**config.mk**
```make
export PLATFORM = sky130hd
export DESIGN_NAME = pes_top
export DESIGN_NICKNAME = d
export VERILOG_FILES = /design/src/design/pes_pkg.sv /design/src/design/pes_top.sv
export SDC_FILE = /design/constraint.sdc
export NUM_CORES = 2
export LEC_CHECK = 0
export BUFFER_PORTS_ARGS = -buffer_cell sky130_fd_sc_hd__buf_2
export CORE_MARGIN = 5
export CORE_UTILIZATION = 56
export DETAILED_ROUTE_END_ITERATION = 6
export GPL_TIMING_DRIVEN = 0
export PLACE_DENSITY = 0.76
export SETUP_SLACK_MARGIN = 0.15
export SLEW_MARGIN = 20
export SYNTH_ARGS = -nofsm -noshare
export SYNTH_HDL_FRONTEND = slang
export SYNTH_SLANG_ARGS = --single-unit
```
**constraint.sdc**
```tcl
create_clock -name pclk -period 7.5 [get_ports pclk]
set_clock_uncertainty 0.1 [all_clocks]
set_input_delay 0.375 -clock pclk [delete_from_list [all_inputs] [get_ports pclk]]
set_output_delay 0.375 -clock pclk [all_outputs]
set_load 0.01 [all_outputs]
```
**src/design/pes_pkg.sv**
```systemverilog
package pes_pkg;

    // Register byte offsets on the APB
    localparam logic [7:0] OFF_ESC_LO     = 8'h00;
    localparam logic [7:0] OFF_ESC_HI     = 8'h04;
    localparam logic [7:0] OFF_SAMPLE_EN  = 8'h08;
    localparam logic [7:0] OFF_MISC_EN    = 8'h0C;
    localparam logic [7:0] OFF_SAVE_PTR   = 8'h10;
    localparam logic [7:0] OFF_BUF_BASE   = 8'h14;
    localparam logic [7:0] OFF_BUF_INDEX  = 8'h18;
    localparam logic [7:0] OFF_ABS_MAX    = 8'h1C;
    localparam logic [7:0] OFF_INT_THRESH = 8'h20;
    localparam logic [7:0] OFF_CNT_RESET  = 8'h24;
    localparam logic [7:0] OFF_COUNTER    = 8'h28;
    localparam logic [7:0] OFF_STATUS     = 8'h2C;
    localparam logic [7:0] OFF_PROC_ID    = 8'h30;

    // Event selection control field positions
    localparam int ESC_THR1_USER = 0;
    localparam int ESC_THR1_KERN = 1;
    localparam int ESC_THR0_USER = 2;
    localparam int ESC_THR0_KERN = 3;
    localparam int ESC_TAG_EN    = 4;
    localparam int ESC_TAG_LSB   = 5;
    localparam int ESC_TAG_MSB   = 8;
    localparam int ESC_MSK_LSB   = 9;
    localparam int ESC_MSK_MSB   = 24;
    localparam int ESC_CLS_LSB   = 25;
    localparam int ESC_CLS_MSB   = 30;

    // Other bit positions
    localparam int SAMPLE_EN_BIT  = 24;
    localparam int FEAT_STORE_BIT = 21;
    localparam int ABSENT_BIT     = 12;

    // Reset values
    localparam logic [63:0] ESC_RESET     = 64'h0000_0000_0000_0000;
    localparam logic [31:0] WORD_RESET    = 32'h0000_0000;
    localparam logic [31:0] PROC_ID_VALUE = 32'h0020_0000;

    // Sampling constants
    localparam logic [3:0]  DEDICATED_CTR = 4'h4;
    localparam logic [5:0]  CLS_EXEC      = 6'h0C;
    localparam logic [5:0]  CLS_FRONT     = 6'h08;
    localparam logic [5:0]  CLS_REPLAY    = 6'h09;
    localparam int          REC_WORDS     = 10;
    localparam logic [3:0]  REC_LAST      = 4'h9;
    localparam logic [31:0] REC_BYTES     = 32'h0000_0028;

    typedef enum {PES_IDLE, PES_WRITE} pes_state_t;

    typedef struct packed {
        logic [31:0]       ip;
        logic [31:0]       flags;
        logic [7:0][31:0]  gpr;
    } pes_arch_t;

    typedef struct packed {
        logic        valid;
        logic [3:0]  ctr;
        logic [5:0]  cls;
        logic [15:0] mask;
        logic        thread;
        logic [1:0]  priv;
        logic        thr_indep;
        logic [3:0]  tag;
    } pes_event_t;

    typedef struct packed {
        logic        req;
        logic [31:0] addr;
        logic [31:0] data;
    } pes_memwr_t;

endpackage : pes_pkg

```
**src/design/pes_top.sv**
```systemverilog
// The APB register port and the address map were left to the implementer.
`timescale 1ns/1ps
// Function
// - On dedicated counter overflow write record of GPRs, flags and IP to buffer.
// - After storing the record, reload counter with reset count and keep counting.
// - Raise interrupt once buffer index reaches programmed threshold.
// - Buffer is linear; record index never wraps back to base.
// - Sampling only for execution, front-end and replay event classes.
// - Only counter four of its group can trigger sample records.
// - Identification output flags debug store presence at bit 21.
// - Sampling-absent flag in misc enable register reads clear.
// - Bit 24 of sampling enable register turns sampling on or off.
// - Writable save-area pointer register holds management area address.
// - Sampling interrupt shares one vector with non-precise and branch trace.
// - Entering system management mode disables debug store; stays off there.
// - Machine check disables debug store; reset and init clear it.
// - Debug store keeps working in real address mode.
// - Select bit 0 counts thread 1 at privilege 1, 2 or 3.
// - Select bit 1 counts thread 1 at privilege 0; both bits count all.
// - Bits 2 and 3 do the same for thread 0.
// - Select bit 4 enables micro-op tagging.
// - Select bits 5 to 8 hold the four-bit tag value.
// - Bits 25 to 30 choose event class, bits 9 to 24 the events.
// - Thread-independent events count regardless of thread qualification bits.
module pes_top
    import pes_pkg::*;
#(
    parameter int CNT_W = 32
) (
    // Clock and reset
    input  wire logic        pclk,
    input  wire logic        presetn,
    // APB slave
    input  wire logic        psel,
    input  wire logic        penable,
    input  wire logic        pwrite,
    input  wire logic [7:0]  paddr,
    input  wire logic [31:0] pwdata,
    output logic             pready,
    output logic [31:0]      prdata,
    output logic             pslverr,
    // Core side
    input  wire pes_event_t  ev,
    input  wire pes_arch_t   arch,
    input  wire logic        sysmgmt_active,
    input  wire logic        mce_pulse,
    input  wire logic        init_pulse,
    input  wire logic        branch_trace_irq_req,
    input  wire logic        nonprecise_irq_req,
    output logic [31:0]      proc_id_flags,
    output logic             tag_enable,
    output logic [3:0]       tag_value,
    output logic             store_irq,
    // Record memory write port
    output pes_memwr_t       mem_wr,
    input  wire logic        mem_ack
);

    logic [63:0]      esc_r;
    logic [31:0]      sample_en_r;
    logic [31:0]      save_ptr_r;
    logic [31:0]      base_r;
    logic [31:0]      index_r;
    logic [31:0]      absmax_r;
    logic [31:0]      thresh_r;
    logic [CNT_W-1:0] cnt_reset_r;
    logic [CNT_W-1:0] cnt_r;
    logic             sysmgmt_q_r;
    logic             pready_r;
    logic [31:0]      prdata_r;
    logic             pslverr_r;
    logic             store_irq_r;
    logic             tag_en_r;
    logic [3:0]       tag_val_r;
    logic [31:0]      proc_id_r;
    pes_memwr_t       mem_wr_r;
    pes_state_t       state_r;
    pes_state_t       state_nxt;
    logic [3:0]       word_r;
    logic [3:0]       word_nxt;
    logic [REC_WORDS*32-1:0] snap_r;
    logic [REC_WORDS*32-1:0] snap_nxt;

    // APB decode
    logic       acc;
    logic       wr_en;
    logic       mapped;
    logic [31:0] rd_val;

    assign acc    = psel & penable & pready_r;
    assign wr_en  = acc & pwrite & mapped;
    assign mapped = (paddr[1:0] == 2'b00) && (paddr <= OFF_PROC_ID);

    logic w_esc_lo, w_esc_hi, w_en, w_ptr, w_base, w_idx, w_max, w_thr, w_crst, w_cnt;
    assign w_esc_lo = wr_en && paddr == OFF_ESC_LO;
    assign w_esc_hi = wr_en && paddr == OFF_ESC_HI;
    assign w_en     = wr_en && paddr == OFF_SAMPLE_EN;
    assign w_ptr    = wr_en && paddr == OFF_SAVE_PTR;
    assign w_base   = wr_en && paddr == OFF_BUF_BASE;
    assign w_idx    = wr_en && paddr == OFF_BUF_INDEX;
    assign w_max    = wr_en && paddr == OFF_ABS_MAX;
    assign w_thr    = wr_en && paddr == OFF_INT_THRESH;
    assign w_crst   = wr_en && paddr == OFF_CNT_RESET;
    assign w_cnt    = wr_en && paddr == OFF_COUNTER;

    // Event qualification
    logic [5:0]  esc_cls;
    logic [15:0] esc_msk;
    logic        cls_ok;
    logic        thread_ok;
    logic        tag_ok;
    logic        mech_on;
    logic        hit;
    logic        ovf;
    logic        room;
    logic        rec_start;
    logic        rec_done;
    logic        pes_irq;

    assign esc_cls = esc_r[ESC_CLS_MSB:ESC_CLS_LSB];
    assign esc_msk = esc_r[ESC_MSK_MSB:ESC_MSK_LSB];
    // Only the at-retirement classes can reach the dedicated counter
    assign cls_ok  = (ev.cls == CLS_EXEC || ev.cls == CLS_FRONT || ev.cls == CLS_REPLAY)
                     && ev.cls == esc_cls;

    always_comb begin
        if (ev.thr_indep) begin
            thread_ok = 1'b1;
        end else if (ev.thread) begin
            thread_ok = (ev.priv == 2'd0) ? esc_r[ESC_THR1_KERN] : esc_r[ESC_THR1_USER];
        end else begin
            thread_ok = (ev.priv == 2'd0) ? esc_r[ESC_THR0_KERN] : esc_r[ESC_THR0_USER];
        end
    end

    assign tag_ok = !esc_r[ESC_TAG_EN] || |(ev.tag & esc_r[ESC_TAG_MSB:ESC_TAG_LSB]);
    // No processor-mode term here: real address mode samples like any other
    assign mech_on = sample_en_r[SAMPLE_EN_BIT] & ~sysmgmt_active;
    assign hit = ev.valid && ev.ctr == DEDICATED_CTR && cls_ok && thread_ok && tag_ok
                 && |(ev.mask & esc_msk) && mech_on && state_r == PES_IDLE
                 && !init_pulse;
    assign ovf = hit && (cnt_r == {CNT_W{1'b1}});
    // Widened compare so an index near the top of the space cannot wrap
    assign room = ({1'b0, index_r} + {1'b0, REC_BYTES}) <= {1'b0, absmax_r};
    assign rec_start = ovf && room;
    assign rec_done  = state_r == PES_WRITE && mem_ack && word_r == REC_LAST;
    assign pes_irq   = sample_en_r[SAMPLE_EN_BIT] && index_r >= thresh_r;

    // Record sequencer
    always_comb begin
        state_nxt = state_r;
        word_nxt  = word_r;
        snap_nxt  = snap_r;
        if (init_pulse) begin
            state_nxt = PES_IDLE;
            word_nxt  = 4'h0;
        end else if (state_r == PES_IDLE) begin
            if (rec_start) begin
                state_nxt = PES_WRITE;
                word_nxt  = 4'h0;
                snap_nxt  = arch;
            end
        end else if (mem_ack) begin
            if (word_r == REC_LAST) begin
                state_nxt = PES_IDLE;
            end else begin
                word_nxt = word_r + 4'h1;
            end
        end
    end

    always_ff @(posedge pclk or negedge presetn) begin
        if (!presetn) begin
            state_r <= PES_IDLE;
            word_r  <= 4'h0;
            snap_r  <= '0;
        end else begin
            state_r <= state_nxt;
            word_r  <= word_nxt;
            snap_r  <= snap_nxt;
        end
    end

    // Memory write port: one word held until acknowledged
    always_ff @(posedge pclk or negedge presetn) begin
        if (!presetn) begin
            mem_wr_r <= '0;
        end else if (state_nxt == PES_WRITE) begin
            mem_wr_r.req  <= 1'b1;
            mem_wr_r.addr <= index_r + {26'h0, word_nxt, 2'b00};
            mem_wr_r.data <= snap_nxt[32*word_nxt +: 32];
        end else begin
            mem_wr_r.req <= 1'b0;
        end
    end

    // Buffer index: records only advance it, never wrap it; init clears it and APB writes load it
    always_ff @(posedge pclk or negedge presetn) begin
        if (!presetn) begin
            index_r <= WORD_RESET;
        end else if (init_pulse) begin
            index_r <= WORD_RESET;
        end else if (rec_done) begin
            index_r <= index_r + REC_BYTES;
        end else if (w_idx) begin
            index_r <= pwdata;
        end
    end

    // Counter: held at all ones during the record, reloaded when it is stored
    always_ff @(posedge pclk or negedge presetn) begin
        if (!presetn) begin
            cnt_r <= '0;
        end else if (init_pulse) begin
            cnt_r <= '0;
        end else if (rec_done || (ovf && !room)) begin
            cnt_r <= cnt_reset_r;
        end else if (hit && !ovf) begin
            cnt_r <= cnt_r + {{(CNT_W-1){1'b0}}, 1'b1};
        end else if (w_cnt) begin
            cnt_r <= pwdata[CNT_W-1:0];
        end
    end

    // Enable bit: cleared on machine check and on entry to system management mode
    always_ff @(posedge pclk or negedge presetn) begin
        if (!presetn) begin
            sample_en_r <= WORD_RESET;
            sysmgmt_q_r <= 1'b0;
        end else begin
            sysmgmt_q_r <= sysmgmt_active;
            if (init_pulse || mce_pulse || (sysmgmt_active && !sysmgmt_q_r)) begin
                sample_en_r <= WORD_RESET;
            end else if (w_en) begin
                sample_en_r <= pwdata;
            end
        end
    end

    // Configuration registers
    always_ff @(posedge pclk or negedge presetn) begin
        if (!presetn) begin
            esc_r       <= ESC_RESET;
            save_ptr_r  <= WORD_RESET;
            base_r      <= WORD_RESET;
            absmax_r    <= WORD_RESET;
            thresh_r    <= WORD_RESET;
            cnt_reset_r <= '0;
        end else if (init_pulse) begin
            esc_r       <= ESC_RESET;
            save_ptr_r  <= WORD_RESET;
            base_r      <= WORD_RESET;
            absmax_r    <= WORD_RESET;
            thresh_r    <= WORD_RESET;
            cnt_reset_r <= '0;
        end else begin
            if (w_esc_lo) esc_r[31:0]  <= pwdata;
            if (w_esc_hi) esc_r[63:32] <= pwdata;
            if (w_ptr)    save_ptr_r   <= pwdata;
            if (w_base)   base_r       <= pwdata;
            if (w_max)    absmax_r     <= pwdata;
            if (w_thr)    thresh_r     <= pwdata;
            if (w_crst)   cnt_reset_r  <= pwdata[CNT_W-1:0];
        end
    end

    // Read mux
    always_comb begin
        rd_val = WORD_RESET;
        unique case (paddr)
            OFF_ESC_LO:     rd_val = esc_r[31:0];
            OFF_ESC_HI:     rd_val = esc_r[63:32];
            OFF_SAMPLE_EN:  rd_val = sample_en_r;
            OFF_MISC_EN:    rd_val = WORD_RESET;
            OFF_SAVE_PTR:   rd_val = save_ptr_r;
            OFF_BUF_BASE:   rd_val = base_r;
            OFF_BUF_INDEX:  rd_val = index_r;
            OFF_ABS_MAX:    rd_val = absmax_r;
            OFF_INT_THRESH: rd_val = thresh_r;
            OFF_CNT_RESET:  rd_val = 32'(cnt_reset_r);
            OFF_COUNTER:    rd_val = 32'(cnt_r);
            OFF_STATUS:     rd_val = {28'h0, pes_irq, ~room, sysmgmt_active,
                                      state_r == PES_WRITE};
            OFF_PROC_ID:    rd_val = proc_id_r;
            default:        rd_val = WORD_RESET;
        endcase
    end

    // APB answer: one wait state, data and error registered with pready
    always_ff @(posedge pclk or negedge presetn) begin
        if (!presetn) begin
            pready_r  <= 1'b0;
            prdata_r  <= WORD_RESET;
            pslverr_r <= 1'b0;
        end else if (psel && penable && !pready_r) begin
            pready_r  <= 1'b1;
            prdata_r  <= pwrite ? WORD_RESET : rd_val;
            pslverr_r <= !mapped;
        end else begin
            pready_r  <= 1'b0;
            pslverr_r <= 1'b0;
        end
    end

    // Core-facing outputs
    always_ff @(posedge pclk or negedge presetn) begin
        if (!presetn) begin
            store_irq_r <= 1'b0;
            tag_en_r    <= 1'b0;
            tag_val_r   <= 4'h0;
            proc_id_r   <= PROC_ID_VALUE;
        end else begin
            // One vector serves all three debug store sources
            store_irq_r <= pes_irq | branch_trace_irq_req | nonprecise_irq_req;
            tag_en_r    <= esc_r[ESC_TAG_EN];
            tag_val_r   <= esc_r[ESC_TAG_MSB:ESC_TAG_LSB];
            proc_id_r   <= PROC_ID_VALUE;
        end
    end

    assign pready        = pready_r;
    assign prdata        = prdata_r;
    assign pslverr       = pslverr_r;
    assign store_irq     = store_irq_r;
    assign tag_enable    = tag_en_r;
    assign tag_value     = tag_val_r;
    assign proc_id_flags = proc_id_r;
    assign mem_wr        = mem_wr_r;
endmodule : pes_top

```
**Word-level counts from Yosys, hierarchy flattened**

Index checks and enable logic that the tools add are counted.

- Register bits after elaboration: 782
- Input bits: 406

- Add/subtract/negate cells: 5
- $lt $le $gt $ge: 3
- Equality and inequality tests: 20
- Shift-type cells: 1
- Mux-type cells: 44
- Bitwise operators: 11
- Reduce and logical (&&, ||, !) cells: 59

Operators by type and width:

| operator | count |
|---|---|
| 320-bit 2-to-1 mux | 3 |
| 32-bit 2-to-1 mux | 27 |
| 32-bit one-hot mux with 12 select lines | 1 |
| 320-bit by 10-bit indexed part select with 32-bit output | 1 |
| 32-bit by 2-bit equality test with 1-bit output, second input constant | 2 |
| 64-bit 2-to-1 mux | 1 |
| 8-bit by 6-bit equality test with 1-bit output, second input constant | 5 |
| 32-bit by 6-bit adder with 33-bit output, second input constant | 1 |
| 33-bit by 32-bit <= comparator with 1-bit output | 1 |
| 32-bit by 1-bit adder with 32-bit output, second input constant | 1 |
| 32-bit by 6-bit adder with 32-bit output | 1 |
| 32-bit by 6-bit adder with 32-bit output, second input constant | 1 |
| 32-bit equality test, second input constant | 1 |
| 8-bit by 5-bit equality test with 1-bit output, second input constant | 4 |
| 32-bit greater-or-equal comparator | 1 |
| 32-bit logical NOT | 1 |
| 1-bit logical AND | 30 |
| 4-bit 2-to-1 mux | 5 |
| 6-bit by 4-bit equality test with 1-bit output, second input constant | 3 |
| 16-bit AND | 1 |
| 2-bit nonzero test | 8 |
| 16-bit OR reduction | 1 |
| 8-bit by 3-bit equality test with 1-bit output, second input constant | 1 |
| 8-bit by 4-bit equality test with 1-bit output, second input constant | 1 |
| other kinds (17) | 41 |

**Longest topological paths before layout**

- Word-level depth: 18
- Mapped depth: 30

**Worst setup path before layout**

No wires, ideal clock.

- Path kind: register -> register
- Start point: reg index_r[3]
- End point: reg mem_wr_r (netlist bit mem_wr[60])
- Library setup time: 0.134 ns
- Data arrival time: 5.872 ns
- Slack: 1.394 ns
- Cell stages (with the launch flop): 30
- Path buffers: 3
- Cell sequence: dfrtp_1 ha_1 o2111ai_1 nor2_1 nand3_1 nor3_1 nand2_1 xnor2_1 ha_1 nand3_1 nor4_1 o2111ai_2 and3_1 o31a_1 nor3_1 buf_2 inv_2 buf_2 buf_2 ha_1 fa_1 a21o_1 a21oi_1 nor2_1 nand3_1 nor2_1 nand4_1 nor2_1 xnor2_1 o21ai_0

- Longest elaborated chain between the ends: 7
- Elaborated cells on any way between the ends: 11
- Classes of those cells: add/sub (2); order compare (1); eq/ne (1); mux (6); reduce/logical (1)

Ends and longest elaborated chain:

| element | line | text |
|---|---|---|
| start, declared | pes_top.sv:63 | `logic [31:0] index_r;` |
| start signal, assigned | pes_top.sv:204 | `index_r <= index_r + REC_BYTES;` |
| start signal, assigned | pes_top.sv:206 | `index_r <= pwdata;` |
| 32-bit by 6-bit adder with 33-bit output | pes_top.sv:144 | `assign room = ({1'b0, index_r} + {1'b0, REC_BYTES}) <= {1'b0, absmax_r};` |
| 33-bit by 32-bit <= comparator with 1-bit output | pes_top.sv:144 |  |
| 1-bit logical AND | pes_top.sv:145 | `assign rec_start = ovf && room;` |
| 4-bit 2-to-1 mux | pes_top.sv:158 | `if (rec_start) begin` |
| 4-bit 2-to-1 mux | pes_top.sv:157 | `end else if (state_r == PES_IDLE) begin` |
| 4-bit 2-to-1 mux | pes_top.sv:154 | `if (init_pulse) begin` |
| net word_nxt[0] | pes_top.sv:80 | `logic [3:0] word_nxt;` |
| 32-bit by 6-bit adder with 32-bit output | pes_top.sv:190 | `mem_wr_r.addr <= index_r + {26'h0, word_nxt, 2'b00};` |
| end, declared | pes_top.sv:76 | `pes_memwr_t mem_wr_r;` |

The timed path passes the listed nets, and every way through them passes these cells.
A chain may end at the register's enable or synchronous reset.

**Final worst setup path**

- Start point: reg index_r[8]
- End point: reg mem_wr_r (netlist bit mem_wr[49])

Same word-level chain as after synthesis.

==> impl_metrics.toml <==
[critical_path]
worst-setup-path-type = "reg -> reg"
reg2reg_slack_ps = 300
timing.critical_path.required_ps = 7920
timing.rr.end = "mem_wr[49]"
critical_path.startpoint = "index_r[8]"
cp_max_fanout = 12
timing.critical_path.slowest_stage_cell = "nor4_4"
cp_slowest_stage_delay_ps = 570
worstSetupStartpointType = "flop"
cp_data_arrival_time_ps = 7620
crit_buf_inv = 5
reg2regPathDepth = 30
crit_top_cell = "nor2_1"
crit_family = "simple AND/OR/NAND/NOR gates"
timing.rr.start = "index_r[8]"
worst_setup_path_end_kind = "flop"

[sta]
hold_slack_ps = 55.1
finalCriticalPeriod_ps = 7200
final_number_of_setup_violating_endpoints = 0
grt_setup_unrepaired = "false"
max_freq_mhz = 139
timing.slew.headroom = 0.129
worst_slew_pin_slew_ps = 1290
maxSlewViolCount = 0
setup_tns_final_ps = 0
timing.final.ws_setup_ps = 304
report.final.hold_viol_count = 0
final.period_utilization = 0.960

[clock_tree]
cts.clk_slew.worst_paths_ps = 60
clk_path_buf_depth = 3
tritoncts.num_buffers = 85
clk_latency_ps = 660
ctsHtreeMaxLevel = 3
tritoncts_num_sinks = 782
clock_tree.root_cell = "clkbuf_16"
tritoncts_clock_tree = "done"

[min_path]
timing.hold.worst_path_depth = 2
min_to = "snap_r[0]"
min-delay-path-class = "in -> reg"
timing.hold.worst.start = "arch[0]"

[floorplanning]
boundary_pin_count = 543
die_h_um = 274
die_area_um2 = 75000
initial_core_util = 0.567
die_w_um = 274
fp.coreArea_um2 = 68800
placementRows = 96

[global_routing]
total_routing_usage_gr = 0.487
global_route_wire_length_before_repair_mm = 268
grt_start_max_net_pins = 102
grt_remaining_overflow = 0
antenna_violations_before_repair = 25
first_global_vias = 39300

[power_and_ir_drop]
p_int_w = 0.00707
netSwitchingFraction = 0.244
pwr-share-clk = 0.478
static-leakage-power_nw = 23.5
p_per_area_nw_per_um2 = 189
p_switching_w = 0.00228
power_frac_seq = 0.456
share_comb_of_total_power = 0.066
worst_vdd_rail_ir_drop_v = 0.000197

[logic_synthesis]
cell_type_contributing_the_most_total_cell_area_after_synthesis = "dfrtp_1"
yosysUniqueCellTypes = 76
synth_edf_count = 0
predominant_post_synthesis_flop_cell = "dfrtp_1"
ys.warnings.count = 0
proportion_of_netlist_area_held_by_the_largest_area_contributor = 0.502
synth.yosys.seq_area_share = 0.502
synthArstFlopShare = 1.00
netlist_top_cells_area = "dfrtp_1, nand2_1, a22o_1"
post_synth.cell_area_avg_um2 = 9.35
ys_ff_latch = 782
area_of_the_mapped_netlist_um2 = 39000
number_of_instances_in_the_synthesized_netlist = 4169

[detailed_routing]
vias_per_cell = 6.67
post_drt_wl_per_cell_um = 30.6
detail-route-antenna-nets = 0
postRouteWirelength_mm = 188
drt_first_pass_iters = 7
routed_via_count = 40900
drt_drc_violations_left = 6
drt-initial-drc-count = 6102

[final_layout]
fin_area_um2 = 49500
multiInputGateArea_um2 = 17700
areaGrowthSynthToFinish_pct = 26.9
mostFrequentLayoutCell = "nand2_1"
layout.cells.most_common_list = "nand2_1, dfrtp_1, buf_2"
stdcell_count = 6140
final_layout_size_suffix_gt1_frac = 0.174
seq_area_um2 = 19600
fill_cells = 5069
design.final.nets = 5592

[outcome]
failed_checks = "design-rule violations"
run_status = "finished, violations left"

[run]
drv_cap = 0

[placed_design]
port_buffers = 477
half_perimeter_wire_length_after_detailed_placement_mm = 133
gpl.final_weighted_congestion = 1.05
place_worst_setup_slack_ps = -1700
detailed_place.area_um2 = 43000
placed_cells = 5623
-- layer usage --
metal	wire [um]	GRT usage
met4	16600	0.321
met5	191	0.00921
met2	77200	0.683
met1	66300	0.617
met3	27900	0.203
-- cells in the mapped netlist (8+ instances only) --
master / instances
ha_1: 72
mux2i_1: 54
inv_1: 89
buf_6: 9
a21oi_1: 315
o31ai_1: 29
and3_1: 17
nor2b_1: 11
buf_2: 65
nand4_1: 68
nand3_1: 127
a21o_1: 27
a2111o_1: 26
a311oi_1: 18
nand2_1: 895
nor2_1: 281
dfrtp_1: 782
o21ai_0: 104
mux2_2: 88
o21ai_1: 9
nand2b_1: 9
buf_4: 38
nor4_1: 23
and4_1: 15
xnor2_1: 48
a31oi_1: 31
a22o_1: 270
a22oi_1: 93
a221oi_1: 50
xor2_1: 39
clkbuf_1: 241
buf_1: 18
o21a_1: 8
and2_1: 49
nor3_1: 48
-- power groups by stage --
stage / Combinational, W / Clock (W) / Sequential [W]
detailed placement: 0.000447 / 0 / 0.00434
global placement: 0.000429 / 0 / 0.00434
floorplan: 0.000128 / 0 / 0.00433
global route: 0.000650 / 0.00461 / 0.00426
CTS: 0.000586 / 0.00442 / 0.00426
finish: 0.000620 / 0.00447 / 0.00426
-- final cells by class --
cell class                      count  area share
Inverter                           91     0.00690
Sequential cell                   782       0.395
Tap cell                          931      0.0235
Timing Repair Buffer              827       0.122
Clock buffer                      124      0.0502
Buffer                            371      0.0343
Clock inverter                     30     0.00860
Multi-Input combinational cell   2955       0.358
Antenna cell                       29     0.00147
-- worst max path at each step --
stage,to,slack [ps],cells past startpoint
2_1_floorplan,mem_wr[60],1390,29
3_3_place_gp,state_r[19],-10890,1
3_5_place_dp,mem_wr[60],-1700,27
4_1_cts,mem_wr[60],160,30
5_1_grt,mem_wr[49],160,31
6_report,mem_wr[49],300,30
-- kinds of logic (layout without fill, tap and decap cells) --
logic type      Yosys count  after routing  synth area share
compound gates         1034           1034             0.186
xor+xnor                 87             87            0.0195
fa+ha+maj                73             73            0.0236
buf+inv                 462           1443            0.0519
flops                   782            782             0.502
mux                     147            147            0.0407
other cells               2             61          0.000193
simple gates           1582           1582             0.176
-- through the flow --
step | total power (W) | utilization
finish | 0.00935 | 0.719
global route | 0.00952 | 0.718
CTS | 0.00927 | 0.716
detailed placement | 0.00478 | 0.625
global placement | 0.00477 | 0.620
floorplan | 0.00446 | -
-- registers in the layout, summed over array words and instances (netlist names), 4 cells and up --
register / count
esc_r: 64
state_r: 32
snap_r: 320
mem_wr: 65
cnt_r: 32
thresh_r: 32
word_r: 4
base_r: 32
cnt_reset_r: 32
tag_value: 4
save_ptr_r: 32
sample_en_r: 32
absmax_r: 32
index_r: 32
prdata: 32
-- timing repair --
| action | CTS | global route |
|---|---|---|
| setup buffers | 4 | 8 |
| pin swaps | 5 | 2 |
| hold endpoints to repair | 582 | 0 |
| hold buffers | 322 | 0 |
| setup endpoints to repair | 135 | 19 |
| resized for setup | 22 | 16 |
-- worst register-to-register path: cells and delay by family, from the launching register on --
kind | cells | cell delay, ps
adder cells (fa/ha/maj) | 2 | 620
buffers and inverters | 5 | 1150
AO/OA/AOI/OAI | 5 | 1160
XOR/XNOR | 2 | 310
AND/OR/NAND/NOR | 16 | 3370
flip-flops | 1 | 370
Note: power is estimated with default switching activity, not from simulation.
